==> src/omsc_pkg.sv <==
// Package for the optical module sideband control block
package omsc_pkg;

  // Avalon-MM register offsets (byte addresses)
  localparam logic [7:0] REG_CTRL = 8'h00;
  localparam logic [7:0] REG_STATUS = 8'h04;
  localparam logic [7:0] REG_FLAGS = 8'h08;
  localparam logic [7:0] REG_LIVE = 8'h0c;

  // Control register fields
  localparam int CTRL_PWR_OVERRIDE = 0;
  localparam int CTRL_PWR_SET = 1;
  localparam int CTRL_PIN_DISABLE = 2;
  localparam int CTRL_PIN_LOSL = 3;
  localparam int CTRL_FAST_LOS = 4;
  localparam logic [4:0] CTRL_RESET = 5'h00;

  // Latched flag fields
  localparam int FLG_LOS = 0;
  localparam int FLG_UNLOCK = 1;
  localparam int FLG_TXFAULT = 2;
  localparam int FLG_RXPWR = 3;
  localparam int FLG_W = 4;

  // Timing: times in microseconds, clock 200 MHz
  localparam int CLK_MHZ = 200;
  localparam int T_RESET_MIN_US = 10;
  localparam int T_RECOVER_US = 20;
  localparam int T_SERIAL_US = 20;
  localparam int T_MODE_US = 1;
  localparam int T_RESET_MIN_CYC = T_RESET_MIN_US * CLK_MHZ;
  localparam int T_RECOVER_CYC = T_RECOVER_US * CLK_MHZ;
  localparam int T_SERIAL_CYC = T_SERIAL_US * CLK_MHZ;
  localparam int T_MODE_CYC = T_MODE_US * CLK_MHZ;

  typedef enum logic [1:0] {
    OMSC_RESET,
    OMSC_INIT,
    OMSC_RUN
  } omsc_state_t;

  // Analog-side event inputs, from pins
  typedef struct packed {
    logic receive_signal_loss_flag;
    logic rx_unlock;
    logic tx_fault;
    logic rx_pwr_alarm;
    logic tx_in_low;
  } omsc_evt_t;

  // Pins driven toward the analog front end and host
  typedef struct packed {
    logic low_power;
    logic tx_disable;
    logic rx_squelch;
    logic tx_squelch;
    logic fully_functional;
  } omsc_ctl_t;

endpackage

==> src/omsc_top.sv <==
// Sideband control of a pluggable optical module
//
// The Avalon-MM slave port and the address map were chosen for this implementation.
`timescale 1ns/1ps
module omsc_top
  import omsc_pkg::*;
#(
  parameter int RESET_MIN_CYC = T_RESET_MIN_CYC,
  parameter int RECOVER_CYC = T_RECOVER_CYC,
  parameter int SERIAL_CYC = T_SERIAL_CYC
) (
  input wire logic mclk,
  input wire logic srst,
  input wire logic [3:0] avs_address,
  input wire logic avs_read,
  input wire logic avs_write,
  input wire logic [31:0] avs_writedata,
  output logic [31:0] avs_readdata,
  output logic avs_waitrequest,
  input wire logic module_reset_low_pin,
  input wire logic shared_power_or_disable_pin,
  input wire omsc_pkg::omsc_evt_t evt_in,
  output omsc_pkg::omsc_ctl_t ctl_out,
  output logic shared_interrupt_or_loss_pin
);
  import omsc_pkg::*;

  // Two-stage synchronisers for all pin inputs
  logic [6:0] s1_q, s2_q;
  always_ff @(posedge mclk) begin
    if (srst) begin
      s1_q <= 7'h7f;
      s2_q <= 7'h7f;
    end else begin
      s1_q <= {module_reset_low_pin, shared_power_or_disable_pin, evt_in};
      s2_q <= s1_q;
    end
  end
  logic rst_pin_low, pd_pin;
  omsc_evt_t ev;
  assign rst_pin_low = ~s2_q[6];
  assign pd_pin = s2_q[5];
  assign ev = s2_q[4:0];

  function automatic logic [15:0] sat_inc(input logic [15:0] v);
    return (v == 16'hffff) ? v : v + 16'h0001;
  endfunction

  // Reset sequencer
  omsc_state_t st_q, st_d;
  logic [15:0] rcnt_q, rcnt_d, tcnt_q, tcnt_d;
  logic bus_ok_q, bus_ok_d;
  logic [15:0] bcnt_q, bcnt_d;
  always_comb begin
    st_d = st_q;
    rcnt_d = rst_pin_low ? sat_inc(rcnt_q) : 16'h0000;
    tcnt_d = tcnt_q;
    bcnt_d = sat_inc(bcnt_q);
    bus_ok_d = bus_ok_q | (bcnt_q >= 16'(SERIAL_CYC - 1));
    unique case (st_q)
      OMSC_RESET: begin
        tcnt_d = 16'h0000;
        if (!rst_pin_low) st_d = OMSC_INIT;
      end
      OMSC_INIT: begin
        tcnt_d = sat_inc(tcnt_q);
        if (tcnt_q >= 16'(RECOVER_CYC - 1)) st_d = OMSC_RUN;
      end
      OMSC_RUN: ;
    endcase
    // A pulse of the minimum width always restarts the sequence
    if (rcnt_q >= 16'(RESET_MIN_CYC - 1)) st_d = OMSC_RESET;
  end

  // Registers and flags
  logic [4:0] ctrl_q, ctrl_d;
  logic [FLG_W-1:0] flg_q, flg_d;
  logic [31:0] rd_q, rd_d;
  logic wait_q, wait_d;
  logic in_run;
  assign in_run = (st_q == OMSC_RUN);
  logic acc;
  assign acc = (avs_read | avs_write) & bus_ok_q;
  logic [FLG_W-1:0] evt_now;
  assign evt_now = {ev.rx_pwr_alarm, ev.tx_fault, ev.rx_unlock, ev.receive_signal_loss_flag};

  always_comb begin
    ctrl_d = ctrl_q;
    rd_d = rd_q;
    // Answer one cycle after the request; held off until the bus is ready
    wait_d = 1'b1;
    if (acc && wait_q) wait_d = 1'b0;
    // Set wins over the read-clear so no event is lost
    flg_d = flg_q;
    if (acc && wait_q && avs_read && {avs_address, 2'b00} == REG_FLAGS)
      flg_d = 4'h0;
    if (in_run) flg_d = flg_d | evt_now;
    if (acc && wait_q) begin
      unique case ({avs_address, 2'b00})
        REG_CTRL: rd_d = {27'h0, ctrl_q};
        REG_STATUS: rd_d = {27'h0, ctl_out};
        REG_FLAGS: rd_d = {28'h0, flg_q};
        REG_LIVE: rd_d = {25'h0, st_q == OMSC_RUN, bus_ok_q, ev};
        default: rd_d = 32'h0;
      endcase
      if (avs_write && {avs_address, 2'b00} == REG_CTRL)
        ctrl_d = avs_writedata[4:0];
      if (avs_write) rd_d = 32'h0;
    end
    // Entering the reset sequence drops control and every latched flag
    if (st_q == OMSC_RESET) begin
      ctrl_d = CTRL_RESET;
      flg_d = '0;
    end
  end

  // Output pin logic
  omsc_ctl_t ctl_d;
  logic int_d;
  logic lp_req, tx_off_req, rx_dead, fast_los;
  always_comb begin
    // Shared pin takes one meaning or the other per control bit
    lp_req = ~ctrl_q[CTRL_PIN_DISABLE] & pd_pin;
    tx_off_req = ctrl_q[CTRL_PIN_DISABLE] & pd_pin;
    // Override takes low power from the set bit and ignores the pin
    if (ctrl_q[CTRL_PWR_OVERRIDE])
      lp_req = ctrl_q[CTRL_PWR_SET];
    ctl_d.low_power = lp_req | ~in_run;
    ctl_d.tx_disable = tx_off_req | ~in_run;
    ctl_d.rx_squelch = ev.receive_signal_loss_flag | ~in_run;
    ctl_d.tx_squelch = ev.tx_in_low | ~in_run;
    ctl_d.fully_functional = in_run & ~lp_req;
    rx_dead = ev.receive_signal_loss_flag;
    fast_los = ctrl_q[CTRL_FAST_LOS];
    // Loss meaning: live in fast mode, else the latched bit or the live loss
    if (ctrl_q[CTRL_PIN_LOSL])
      int_d = fast_los ? ~rx_dead : ~(flg_q[FLG_LOS] | rx_dead);
    else
      int_d = ~(|flg_q);
  end

  always_ff @(posedge mclk) begin
    if (srst) begin
      st_q <= OMSC_RESET;
      rcnt_q <= 16'h0000;
      tcnt_q <= 16'h0000;
      bcnt_q <= 16'h0000;
      bus_ok_q <= 1'b0;
      ctrl_q <= CTRL_RESET;
      flg_q <= 4'h0;
      rd_q <= 32'h0;
      wait_q <= 1'b1;
      ctl_out <= 5'b11110;
      shared_interrupt_or_loss_pin <= 1'b1;
    end else begin
      st_q <= st_d;
      rcnt_q <= rcnt_d;
      tcnt_q <= tcnt_d;
      bcnt_q <= bcnt_d;
      bus_ok_q <= bus_ok_d;
      ctrl_q <= ctrl_d;
      flg_q <= flg_d;
      rd_q <= rd_d;
      wait_q <= wait_d;
      ctl_out <= ctl_d;
      shared_interrupt_or_loss_pin <= int_d;
    end
  end
  assign avs_readdata = rd_q;
  assign avs_waitrequest = wait_q;

  a_lowpwr_follows: assert property (@(posedge mclk) disable iff (srst)
    (in_run && !ctrl_q[CTRL_PWR_OVERRIDE] && !ctrl_q[CTRL_PIN_DISABLE]
     && pd_pin) |=> ctl_out.low_power)
    else $error("low power not taken");
  a_override_set: assert property (@(posedge mclk) disable iff (srst)
    (ctrl_q[CTRL_PWR_OVERRIDE] && ctrl_q[CTRL_PWR_SET]) |=>
    ctl_out.low_power)
    else $error("override did not force low power");
  a_flag_latched: assert property (@(posedge mclk) disable iff (srst)
    (flg_q[FLG_LOS] && !(acc && wait_q && avs_read)
     && st_q != OMSC_RESET) |=> flg_q[FLG_LOS])
    else $error("flag dropped without read");
  a_los_sets: assert property (@(posedge mclk) disable iff (srst)
    (in_run && ev.receive_signal_loss_flag) |=> flg_q[FLG_LOS])
    else $error("loss flag not set");
  a_int_assert: assert property (@(posedge mclk) disable iff (srst)
    (|flg_q && !ctrl_q[CTRL_PIN_LOSL]) |=>
    !shared_interrupt_or_loss_pin)
    else $error("interrupt not asserted");
  a_squelch_rx: assert property (@(posedge mclk) disable iff (srst)
    ev.receive_signal_loss_flag |=> ctl_out.rx_squelch)
    else $error("rx not squelched");
  a_squelch_tx: assert property (@(posedge mclk) disable iff (srst)
    ev.tx_in_low |=> ctl_out.tx_squelch)
    else $error("tx not squelched");
  a_resume_rx: assert property (@(posedge mclk) disable iff (srst)
    (in_run && !ev.receive_signal_loss_flag) |=> !ctl_out.rx_squelch)
    else $error("rx not restored");
  a_fast_los: assert property (@(posedge mclk) disable iff (srst)
    (ctrl_q[CTRL_PIN_LOSL] && ctrl_q[CTRL_FAST_LOS]) |=>
    (shared_interrupt_or_loss_pin == !$past(ev.receive_signal_loss_flag)))
    else $error("fast loss pin wrong");

  // Bus handshake: stalled until ready, then one answer cycle
  a_bus_gated: assert property (@(posedge mclk) disable iff (srst)
    !bus_ok_q |=> avs_waitrequest)
    else $error("bus answered before ready");
  a_wait_answer: assert property (@(posedge mclk) disable iff (srst)
    (acc && wait_q) |=> !avs_waitrequest)
    else $error("request not answered");
  a_wait_single: assert property (@(posedge mclk) disable iff (srst)
    !wait_q |=> wait_q)
    else $error("answer held too long");

  // Reset sequencer: a full pulse always restarts, recovery is bounded
  a_reset_pulse: assert property (@(posedge mclk) disable iff (srst)
    (rcnt_q >= 16'(RESET_MIN_CYC - 1)) |=> (st_q == OMSC_RESET))
    else $error("minimum pulse did not reset");
  a_reset_exit: assert property (@(posedge mclk) disable iff (srst)
    (st_q == OMSC_RESET && !rst_pin_low
     && rcnt_q < 16'(RESET_MIN_CYC - 1)) |=> (st_q == OMSC_INIT))
    else $error("reset release not taken");
  a_recover_run: assert property (@(posedge mclk) disable iff (srst)
    (st_q == OMSC_INIT && tcnt_q >= 16'(RECOVER_CYC - 1)
     && rcnt_q < 16'(RESET_MIN_CYC - 1)) |=> in_run)
    else $error("recovery took too long");
  a_not_ready: assert property (@(posedge mclk) disable iff (srst)
    !in_run |=> !ctl_out.fully_functional)
    else $error("functional before recovery");
  a_run_full: assert property (@(posedge mclk) disable iff (srst)
    (in_run && !lp_req) |=> ctl_out.fully_functional)
    else $error("not functional in run");

  // Power and shared pin meanings
  a_full_power: assert property (@(posedge mclk) disable iff (srst)
    (in_run && !ctrl_q[CTRL_PWR_OVERRIDE] && !ctrl_q[CTRL_PIN_DISABLE]
     && !pd_pin) |=> !ctl_out.low_power)
    else $error("low power not left");
  a_override_clr: assert property (@(posedge mclk) disable iff (srst)
    (in_run && ctrl_q[CTRL_PWR_OVERRIDE] && !ctrl_q[CTRL_PWR_SET]) |=>
    !ctl_out.low_power)
    else $error("override did not restore power");
  a_disable_pin: assert property (@(posedge mclk) disable iff (srst)
    (ctrl_q[CTRL_PIN_DISABLE] && pd_pin) |=> ctl_out.tx_disable)
    else $error("disable meaning not taken");
  a_disable_no_lp: assert property (@(posedge mclk) disable iff (srst)
    (in_run && ctrl_q[CTRL_PIN_DISABLE] && !ctrl_q[CTRL_PWR_OVERRIDE]) |=>
    !ctl_out.low_power)
    else $error("disable meaning lowered power");

  // Flags and the shared interrupt or loss pin
  a_read_clears: assert property (@(posedge mclk) disable iff (srst)
    (acc && wait_q && avs_read && {avs_address, 2'b00} == REG_FLAGS) |=>
    ((flg_q & ~$past(evt_now)) == '0))
    else $error("flag read did not clear");
  a_int_release: assert property (@(posedge mclk) disable iff (srst)
    (!(|flg_q) && !ctrl_q[CTRL_PIN_LOSL]) |=> shared_interrupt_or_loss_pin)
    else $error("interrupt not released");
  a_loss_latched: assert property (@(posedge mclk) disable iff (srst)
    (ctrl_q[CTRL_PIN_LOSL] && !ctrl_q[CTRL_FAST_LOS]
     && (flg_q[FLG_LOS] || ev.receive_signal_loss_flag)) |=> !shared_interrupt_or_loss_pin)
    else $error("loss meaning not shown");
endmodule // omsc_top

==> config.mk <==
export PLATFORM = sky130hd
export DESIGN_NAME = omsc_top
export DESIGN_NICKNAME = d
export VERILOG_FILES = /design/src/omsc_pkg.sv /design/src/omsc_top.sv
export SDC_FILE = /design/constraint.sdc
export NUM_CORES = 1
export LEC_CHECK = 0
export ABC_CLOCK_PERIOD_IN_PS = 2100
export BUFFER_PORTS_ARGS = -buffer_cell sky130_fd_sc_hd__buf_2
export CAP_MARGIN = 40
export CORE_ASPECT_RATIO = 1.25
export CORE_UTILIZATION = 40
export DETAILED_ROUTE_END_ITERATION = 6
export PLACE_DENSITY = 0.67
export SETUP_SLACK_MARGIN = 0.5
export SLEW_MARGIN = 25
export SYNTH_ARGS = -nofsm -noshare
export SYNTH_HDL_FRONTEND = slang
export SYNTH_SLANG_ARGS = --single-unit
==> constraint.sdc <==
create_clock -name mclk -period 2.1 [get_ports mclk]
set_input_delay 0.63 -clock mclk [delete_from_list [all_inputs] [get_ports mclk]]
set_output_delay 0.63 -clock mclk [all_outputs]
set_load 0.02 [all_outputs]
==> run metrics, run 1 <==
RSZ-0062 raised after global routing yes; clock tree buffer depth 2; worst path buffer plus inverter count 1; worst hold path type reg -> reg; Initial Util 41.2%; Max Cap Violations 0; Seq/Total Area, Yosys 42.3%; Top FF cell, synth dfxtp_1; DP Worst Slack 0.253 ns; Achievable Freq 570 MHz; DR iter-0 viols 317; Global Route Usage Sum 19.4%; CP most frequent cell or4_4; FF+latch count, synth 88; CP max-delay cell or4_4; Worst VDD drop 534 uV; clk slew on worst S/H paths 0.07 ns; io pins 86; Mapped Cells 474; std cell rows 41; Die Ht 116 um; Post-Route Skew 0.00509 ns; global route overflow 0; Synth warnings 0; dpl hpwl 6580 um; TritonCTS buffer count 9; die width 93.3 um; worst skew pair latency 0.35 ns; 1st-pass router iterations 5; Slew @ Worst Pin 0.777 ns; first-pass GRT wire length 16600 um; run status finished clean; DR WL/cell 15.7 um; number of synthesized flops with an enable pin 0; number of routed nets with antenna violations 0; Max Slew Vio Count 0; Leak 1.96 nW; critical-path cell list nand2b_4 > or4_4 > buf_6 > or4_4 > a21oi_2; full die area 10800 um2; largest net degree at the start of global routing 22; CTS root buffer clkbuf_16; # setup viols final 0; Worst Path Required 2.39 ns; critical path launch point type flop; Layout area overhead 26.6%; drt total wl 10500 um; Period minus WS final 1.75 ns; worst path arrival time 2.04 ns; core area 10100 um2; type of the worst setup path reg -> reg; TritonCTS clock tree built; Diodes inserted 0; Mapped Area 4170 um2; PwrDens 658 nW/um2; routability cong. 0.834; Worst setup EP type flop; Sink Count 88; asr flop ratio synth 0%; DRC 0; Final Worst Setup Slack 0.346 ns; Syn Area/Cell 8.79 um2; CP max FO 3; CTS HTree Levels 3; TNS Setup 0 ns; initial antenna violation count 0; share of post-route cells with drive strength above 1 33.9%; final hold viol count 0; Slew headroom 47.7%; Vias 3877; vias in the first global route 3548; Layout Nets 585; post-synth cell types 52; count of port buffers added during placement 33; DR vias/cell 5.80; fin crit share 83.5%; CP max stage delay 0.55 ns; Top delay family on crit path simple AND/OR/NAND/NOR gates
==> layout by cell type, fill, tap and decap left out, types with 6 or more instances in the layout <==
master and n:
mux2i_1 8, nand4_1 18, nor2_1 31, conb_1 25
dfxtp_4 12, buf_2 33, dfxtp_2 15, or3_1 15
clkbuf_16 9, or2_2 15, a31oi_1 10, or4_4 7
a21oi_2 6, o21ai_0 14, a22oi_1 10, dfxtp_1 61
or4_1 9, nand3_1 15, o31ai_1 10, inv_1 12
a211oi_1 6, nand2_1 29, a21oi_1 23, buf_4 35
nor3_1 12
==> per-layer routing <==
metal	up-vias	GRT usage (%)	share of wire (%)
met5	-	0	0
met4	0	9.13	2.1
met3	24	2.80	4.2
met2	119	34.5	52
met1	1865	23.1	42
li1	1869	-	-
==> report_power, final <==
part	internal, mW	switching, mW
Clock	0.839	0.750
Combinational	0.0650	0.121
Sequential	1.68	0.0172
Total	2.58	0.888
==> cell usage after synthesis, drive strengths merged (5+ instances only) <==
master  number  area, um2
a21oi       29        145
or3         15       93.8
a22oi       10       75.1
nor3        12       60.1
o41ai        5       43.8
and3         5       31.3
clkbuf      15       56.3
or4         16        120
inv         12       45.0
o31ai       10       75.1
o311ai       6       52.6
o21ai       16       80.1
nand2       33        124
buf         32        224
dfxtp       88       1760
nand4       18        113
nor2        32        120
a31oi       10       62.6
and4         9       80.1
nand3       19        100
mux2i        8       80.1
a211oi       6       45.0
nor4         9       56.3
or2         15       93.8
==> worst reg2reg max path: stages (launching register included) <==
cell and delay, ns:
dfxtp_1 0.32, nand2b_4 0.14, or4_4 0.55, buf_6 0.15, or4_4 0.41, a21oi_2 0.12
==> area by class of cell <==
cell class | count | area, um2
fillers | 904 | 4830
flip-flops and latches | 88 | 1830
multi-input cells | 351 | 2460
clock inverters | 7 | 72.6
well taps | 129 | 161
inverters | 12 | 45.0
clock buffers | 9 | 225
repair buffers | 73 | 484
==> sequential cells by signal (all words and copies together), names as in the netlist, 2 cells and up <==
signal        flops
bcnt_q           16
rcnt_q           16
tcnt_q           16
avs_readdata      7
s1_q              7
s2_q              7
ctl_out           5
ctrl_q            5
flg_q             4
st_q              2
==> cells by family after synthesis <==
logic type	Yosys count	share of synthesized area, %
AOI/OAI and AO/OA	110	17.6
xor gates and xnor gates	1	0.210
adders and majority gates	3	0.901
buffers and inverters	59	7.81
DFF	88	42.3
muxes	13	4.36
other	1	0.0900
and+or+nand+nor	199	26.7
==> final timing paths <==
path              depth (start not counted)  startpoint         end  slack [ns]
setup / recovery                          5     st_q[1]  tcnt_q[15]        0.35
hold / removal                            1     s1_q[0]     s2_q[0]        0.41
setup reg to reg                          5     st_q[1]  tcnt_q[15]        0.35
hold reg to reg                           1     s1_q[0]     s2_q[0]        0.41
==> repair_timing <==
action	in CTS	in global routing
pin swaps	15	20
setup endpoints to repair	30	37
gates cloned	2	0
gates resized for setup	32	59
hold buffers	0	0
setup buffers	22	6
==> metrics by stage <==
step,instances,instance area (um2),power (mW),hold WS [ns],util [%]
3_5_place_dp,623,4430,1.91,0.394,43.9
3_3_place_gp,623,4430,1.90,0.391,43.9
4_1_cts,663,5040,3.48,0.410,49.8
5_1_grt,669,5270,3.59,0.421,52.2
2_1_floorplan,498,4350,1.90,0.389,-
6_report,669,5270,3.47,0.409,52.2
Note: power is estimated with default switching activity, not from simulation.
==> run 2, diff against run 1 <==
ABC_CLOCK_PERIOD_IN_PS = 1450   (was 2100)
PLACE_DENSITY = 0.7   (was 0.67)
clock period = 1.45 ns   (was 2.1 ns; I/O delays follow)
==> run 2 against run 1 <==
The run now ends with setup timing left; clock power up 54%; critical path depth down 1; via count up 16%.
==> run metrics, run 2 (synthesized netlist as in run 1, its figures left out) <==
Diodes inserted 0 (unchanged); DR vias/cell 5.77 (-0.46%); clock tree buffer depth 2 (unchanged); full die area 10800 um2 (unchanged); Final Worst Setup Slack -0.298 ns (-0.644 ns); Top Layer Used met4; fin crit share 121% (+37 points); io pins 86 (unchanged); largest net degree at the start of global routing 22 (unchanged); RSZ-0062 raised after global routing yes; Layout area overhead 66.3%; # setup viols final 27 (+27); CP max-delay cell or4_4; Max Cap Violations 0 (unchanged); critical-path cell list nand3_2 > or4_4 > or4_4 > a21oi_2; failing checks setup timing; drt total wl 13500 um (+29%); Max Slew Vio Count 0 (unchanged); share of post-route cells with drive strength above 1 63.7% (+30 points); vias in the first global route 4398 (+24%); Placed Area 5350 um2 (+21%); Achievable Freq 572 MHz (+0.35%); die width 93.3 um (unchanged); worst-case reg-to-reg path depth 4 (-1); Leak 2.75 nW (+40%); met3 wire length 607 um (+37%); Die Ht 116 um (unchanged); count of port buffers added during placement 33 (unchanged); CP max stage delay 0.59 ns (+0.04 ns); initial antenna violation count 0 (unchanged); CTS root buffer clkbuf_16; type of the worst setup path reg -> reg; worst skew pair latency 0.34 ns (about the same); r2r setup slk -0.30 ns (-0.64 ns); total power draw 5.28 mW (+52%); Worst setup EP type flop; run status finished with violations; Cells after DPL 710 (+14%); DRC 0 (unchanged); CTS HTree Levels 3 (unchanged); Fillers 684 (-24%); Period minus WS final 1.75 ns (-0.00615 ns); commonest non-fill, non-tap cell in the layout buf_4; top flop regs bcnt_q: 16 flops, rcnt_q: 16 flops, tcnt_q: 16 flops; 1st-pass router iterations 5 (unchanged); PwrDens 763 nW/um2 (+16%); CP most frequent cell or4_4; DR WL/cell 17.3 um (+10%); final hold viol count 0 (unchanged); Worst VDD drop 629 uV (+18%); worst hold path type in -> reg; final std cells w/o fill 782 (+17%); TritonCTS buffer count 9 (unchanged); Sink Count 88 (unchanged); Layout Nets 698 (+19%); worst path arrival time 2.03 ns (about the same); met2 wire length 7380 um (+37%); std cell rows 41 (unchanged); number of routed nets with antenna violations 0 (unchanged); Worst Path Required 1.73 ns (-0.66 ns); clk slew on worst S/H paths 0.07 ns (about the same); dpl hpwl 7920 um (+20%); fin area 6930 um2 (+31%); Vias 4511 (+16%); Hold Buf Count CTS 0 (unchanged); TritonCTS clock tree built; core area 10100 um2 (unchanged); worst path buffer plus inverter count 0 (-1); Global Route Usage Sum 23.7% (+4.3 points); first-pass GRT wire length 20200 um (+21%); Initial Util 41.2% (unchanged); global route overflow 0 (unchanged); CP max FO 4 (+1); routability cong. 0.860 (+3.1%); M1 WL 5040 um (+14%); DR iter-0 viols 252 (-21%); Top delay family on crit path simple AND/OR/NAND/NOR gates; WP depth 4 (-1); Post-Route Skew 0.00749 ns (+0.00240 ns); TNS Setup -3.01 ns (-3.01 ns); most frequent cells in the layout buf_4, dfxtp_2, buf_6; Hold Path Depth 2 (+1); critical path launch point type flop; final core utilization 68.5% (+16 points)
run 2: changes by cell type in the layout (fill, tap and decap cells not counted), moves of 15 or more:
cell | previous run | this run
buf_4 | 35 | 117
buf_6 | 5 | 46
dfxtp_2 | 15 | 51
dfxtp_1 | 61 | 27
buf_2 | 33 | 18
or2_2 | 15 | 0
or2_4 | 0 | 15
run 2: worst paths after layout:
kind / start / to
hold reg to reg: s1_q[6] / s2_q[6]
hold / removal: evt_in[4] / s1_q[4]
setup reg to reg: tcnt_q[3] / tcnt_q[13]
setup / recovery: tcnt_q[3] / tcnt_q[13]
run 2: cell type report:
cell class	count	area, um2	area share, %
Clock buffer	11	253	3.65
Clock inverter	5	61.3	0.885
Inverter	12	50.0	0.723
Multi-Input combinational cell	351	2960	42.8
Sequential cell	88	1860	26.9
Tap cell	129	161	2.33
Timing Repair Buffer	186	1580	22.8
run 2: worst reg2reg max path: cells and delay by family, from the launching register on:
kind | cells | cell delay (ns)
compound gates | 1 | 0.12
flops | 1 | 0.33
simple gates | 3 | 1.24
run 2: through the flow:
step           setup WS [ns]  hold WS (ns)
5_1_grt               -0.362         0.291
2_1_floorplan         -0.341         0.409
3_5_place_dp          -0.282         0.417
6_report              -0.298         0.283
4_1_cts               -0.280         0.277
3_3_place_gp          -0.241         0.412
run 2: routing by layer:
layer | up-vias | global-route usage [%]
met5 | - | 0
met4 | 0 | 10.7
met3 | 52 | 4.23
met2 | 168 | 45.0
met1 | 2199 | 25.4
li1 | 2092 | -
run 2: report_power, final:
group	leakage, nW	switching (mW)	internal, mW
registers	0.741	0.0258	2.44
logic	1.85	0.213	0.156
clock network	0.157	1.01	1.44
run 2: what timing repair did:
item,CTS,global route
buffers inserted,31,24
gates cloned,1,0
gates resized for setup,167,62
endpoints found under the setup margin,88,88
pin swaps,80,42
==> run 3, diff against run 2 <==
==> constraint.sdc (replaced) <==
create_clock -name mclk -period 1.45 [get_ports mclk]
set_input_delay 0.2175 -clock mclk [delete_from_list [all_inputs] [get_ports mclk]]
set_output_delay 0.2175 -clock mclk [all_outputs]
set_load 0.02 [all_outputs]
==> run 3 against run 2 <==
Hold slack got worse by 0.23 ns; critical endpoint is now tcnt_q[3]; largest cell class unchanged; sequential share of layout area grew 0.77 points; the run ends with DRC, setup timing left; highest routed layer unchanged; critical path type unchanged; global-route usage grew 2.0 points; via count rose by 1.3%.
==> run metrics, run 3 (synthesized netlist as in run 1, its figures left out) <==
dpl hpwl 7860 um (-0.68%); CP max-delay cell or4_4; worst skew pair latency 0.35 ns (about the same); Final Worst Setup Slack -0.279 ns (+0.0191 ns); Top delay family on crit path simple AND/OR/NAND/NOR gates; DRC 1 (+1); Leak 2.71 nW (-1.4%); routability cong. 0.892 (+3.7%); global route overflow 0 (unchanged); Global Route Usage Sum 25.7% (+2.0 points); Slew headroom 65.8%; worst path buffer plus inverter count 2 (+2); Worst Path Required 1.73 ns (about the same); first-pass GRT wire length 21700 um (+7.6%); Layout area overhead 64.3%; DR WL/cell 19.0 um (+10%); TritonCTS buffer count 9 (unchanged); Initial Util 41.2% (unchanged); Sink Count 88 (unchanged); share of post-route cells with drive strength above 1 62.8% (-0.86 points); DP Worst Slack -0.281 ns (+0.000915 ns); Slew @ Worst Pin 0.512 ns; worst path arrival time 2.01 ns (-0.02 ns); CP max stage delay 0.49 ns (-0.10 ns); die width 93.3 um (unchanged); count of port buffers added during placement 33 (unchanged); Layout Nets 691 (-1.0%); DR vias/cell 5.89 (+2.2%); critical path launch point type flop; clock tree buffer depth 2 (unchanged); worst hold path type in -> reg; critical-path cell list ha_4 > nand4_1 > buf_6 > nor4_4 > buf_4 > or4_4 > a21oi_2; Post-Route Skew 0.00711 ns (-0.000383 ns); run status finished with violations; CTS root buffer clkbuf_16; fin crit share 119% (-1.3 points); RSZ-0062 raised after global routing yes; CTS HTree Levels 3 (unchanged); largest net degree at the start of global routing 25 (+14%); Max Slew Vio Count 0 (unchanged); Worst VDD drop 844 uV (+34%); Max Cap Violations 0 (unchanged); Die Ht 116 um (unchanged); # setup viols final 30 (+11%); CP max FO 5 (+1); initial antenna violation count 0 (unchanged); number of routed nets with antenna violations 0 (unchanged); failing checks DRC, setup timing; DR iter-0 viols 372 (+48%); type of the worst setup path reg -> reg; Achievable Freq 578 MHz (+1.1%); Vias 4568 (+1.3%); 1st-pass router iterations 7 (+2); PwrDens 776 nW/um2 (+1.8%); TritonCTS clock tree built; drt total wl 14800 um (+9.2%); io pins 86 (unchanged); vias in the first global route 4518 (+2.7%); r2r setup slk -0.28 ns (+0.02 ns); std cell rows 41 (unchanged); Worst setup EP type flop; commonest non-fill, non-tap cell in the layout buf_4; final hold viol count 0 (unchanged); full die area 10800 um2 (unchanged); Hold WS 0.0511 ns (-0.232 ns); core area 10100 um2 (unchanged); Diodes inserted 0 (unchanged); Period minus WS final 1.73 ns (-0.0191 ns); clk slew on worst S/H paths 0.07 ns (about the same); most frequent cells in the layout buf_4, dfxtp_2, buf_6; top flop regs bcnt_q: 16 flops, rcnt_q: 16 flops, tcnt_q: 16 flops
run 3: cell types whose count changed in the layout (fill, tap and decap cells not counted), sizes merged:
cell and change:
buf -7, bufinv +1, clkbuf -2, clkinv +1, clkinvlp +1, inv -1
run 3: area by class of cell:
class,instances,area [um2]
timing repair buffer,179,1490
fill,674,3260
multi-input combinational,351,2930
clock buffer,9,225
tap,129,161
sequential,88,1890
clock inverter,7,93.8
inverter,12,48.8
run 3: path summary, 6_finish.rpt:
check | from | end | cells past startpoint
worst min-delay path | shared_power_or_disable_pin | s1_q[5] | 2
worst max-delay path | tcnt_q[0] | tcnt_q[3] | 7
worst min register to register | s1_q[5] | s2_q[5] | 1
worst max register to register | tcnt_q[0] | tcnt_q[3] | 7
run 3: what timing repair did:
action,in CTS,in global routing
setup endpoints to repair,87,87
hold buffers,0,0
pin swaps,76,45
setup buffers,46,22
hold endpoints to repair,0,0
resized for setup,176,61
cloned,3,0
run 3: routing by layer:
metal  track usage (%)  wire length [um]  up-vias
li1                  -                 -     2076
met5                 0                 0        -
met4              15.9               718        0
met2              48.8              8060      167
met1              26.6              5440     2267
met3              3.39               543       58
run 3: per-stage QoR:
stage,util [%],instances,setup TNS (ns),total power [mW],cell area [um2]
2_1_floorplan,-,498,-1.50,2.76,4600
3_3_place_gp,50.7,688,-1.63,2.80,5120
3_5_place_dp,50.7,688,-2.33,2.80,5120
4_1_cts,63.2,753,-1.88,5.27,6390
5_1_grt,67.7,775,-5.65,5.46,6840
6_report,67.7,775,-3.50,5.31,6840
run 3: power by group:
part | switching (mW) | leakage [nW] | internal [mW]
registers | 0.0261 | 0.745 | 2.42
logic | 0.213 | 1.81 | 0.130
clock network | 1.01 | 0.160 | 1.51
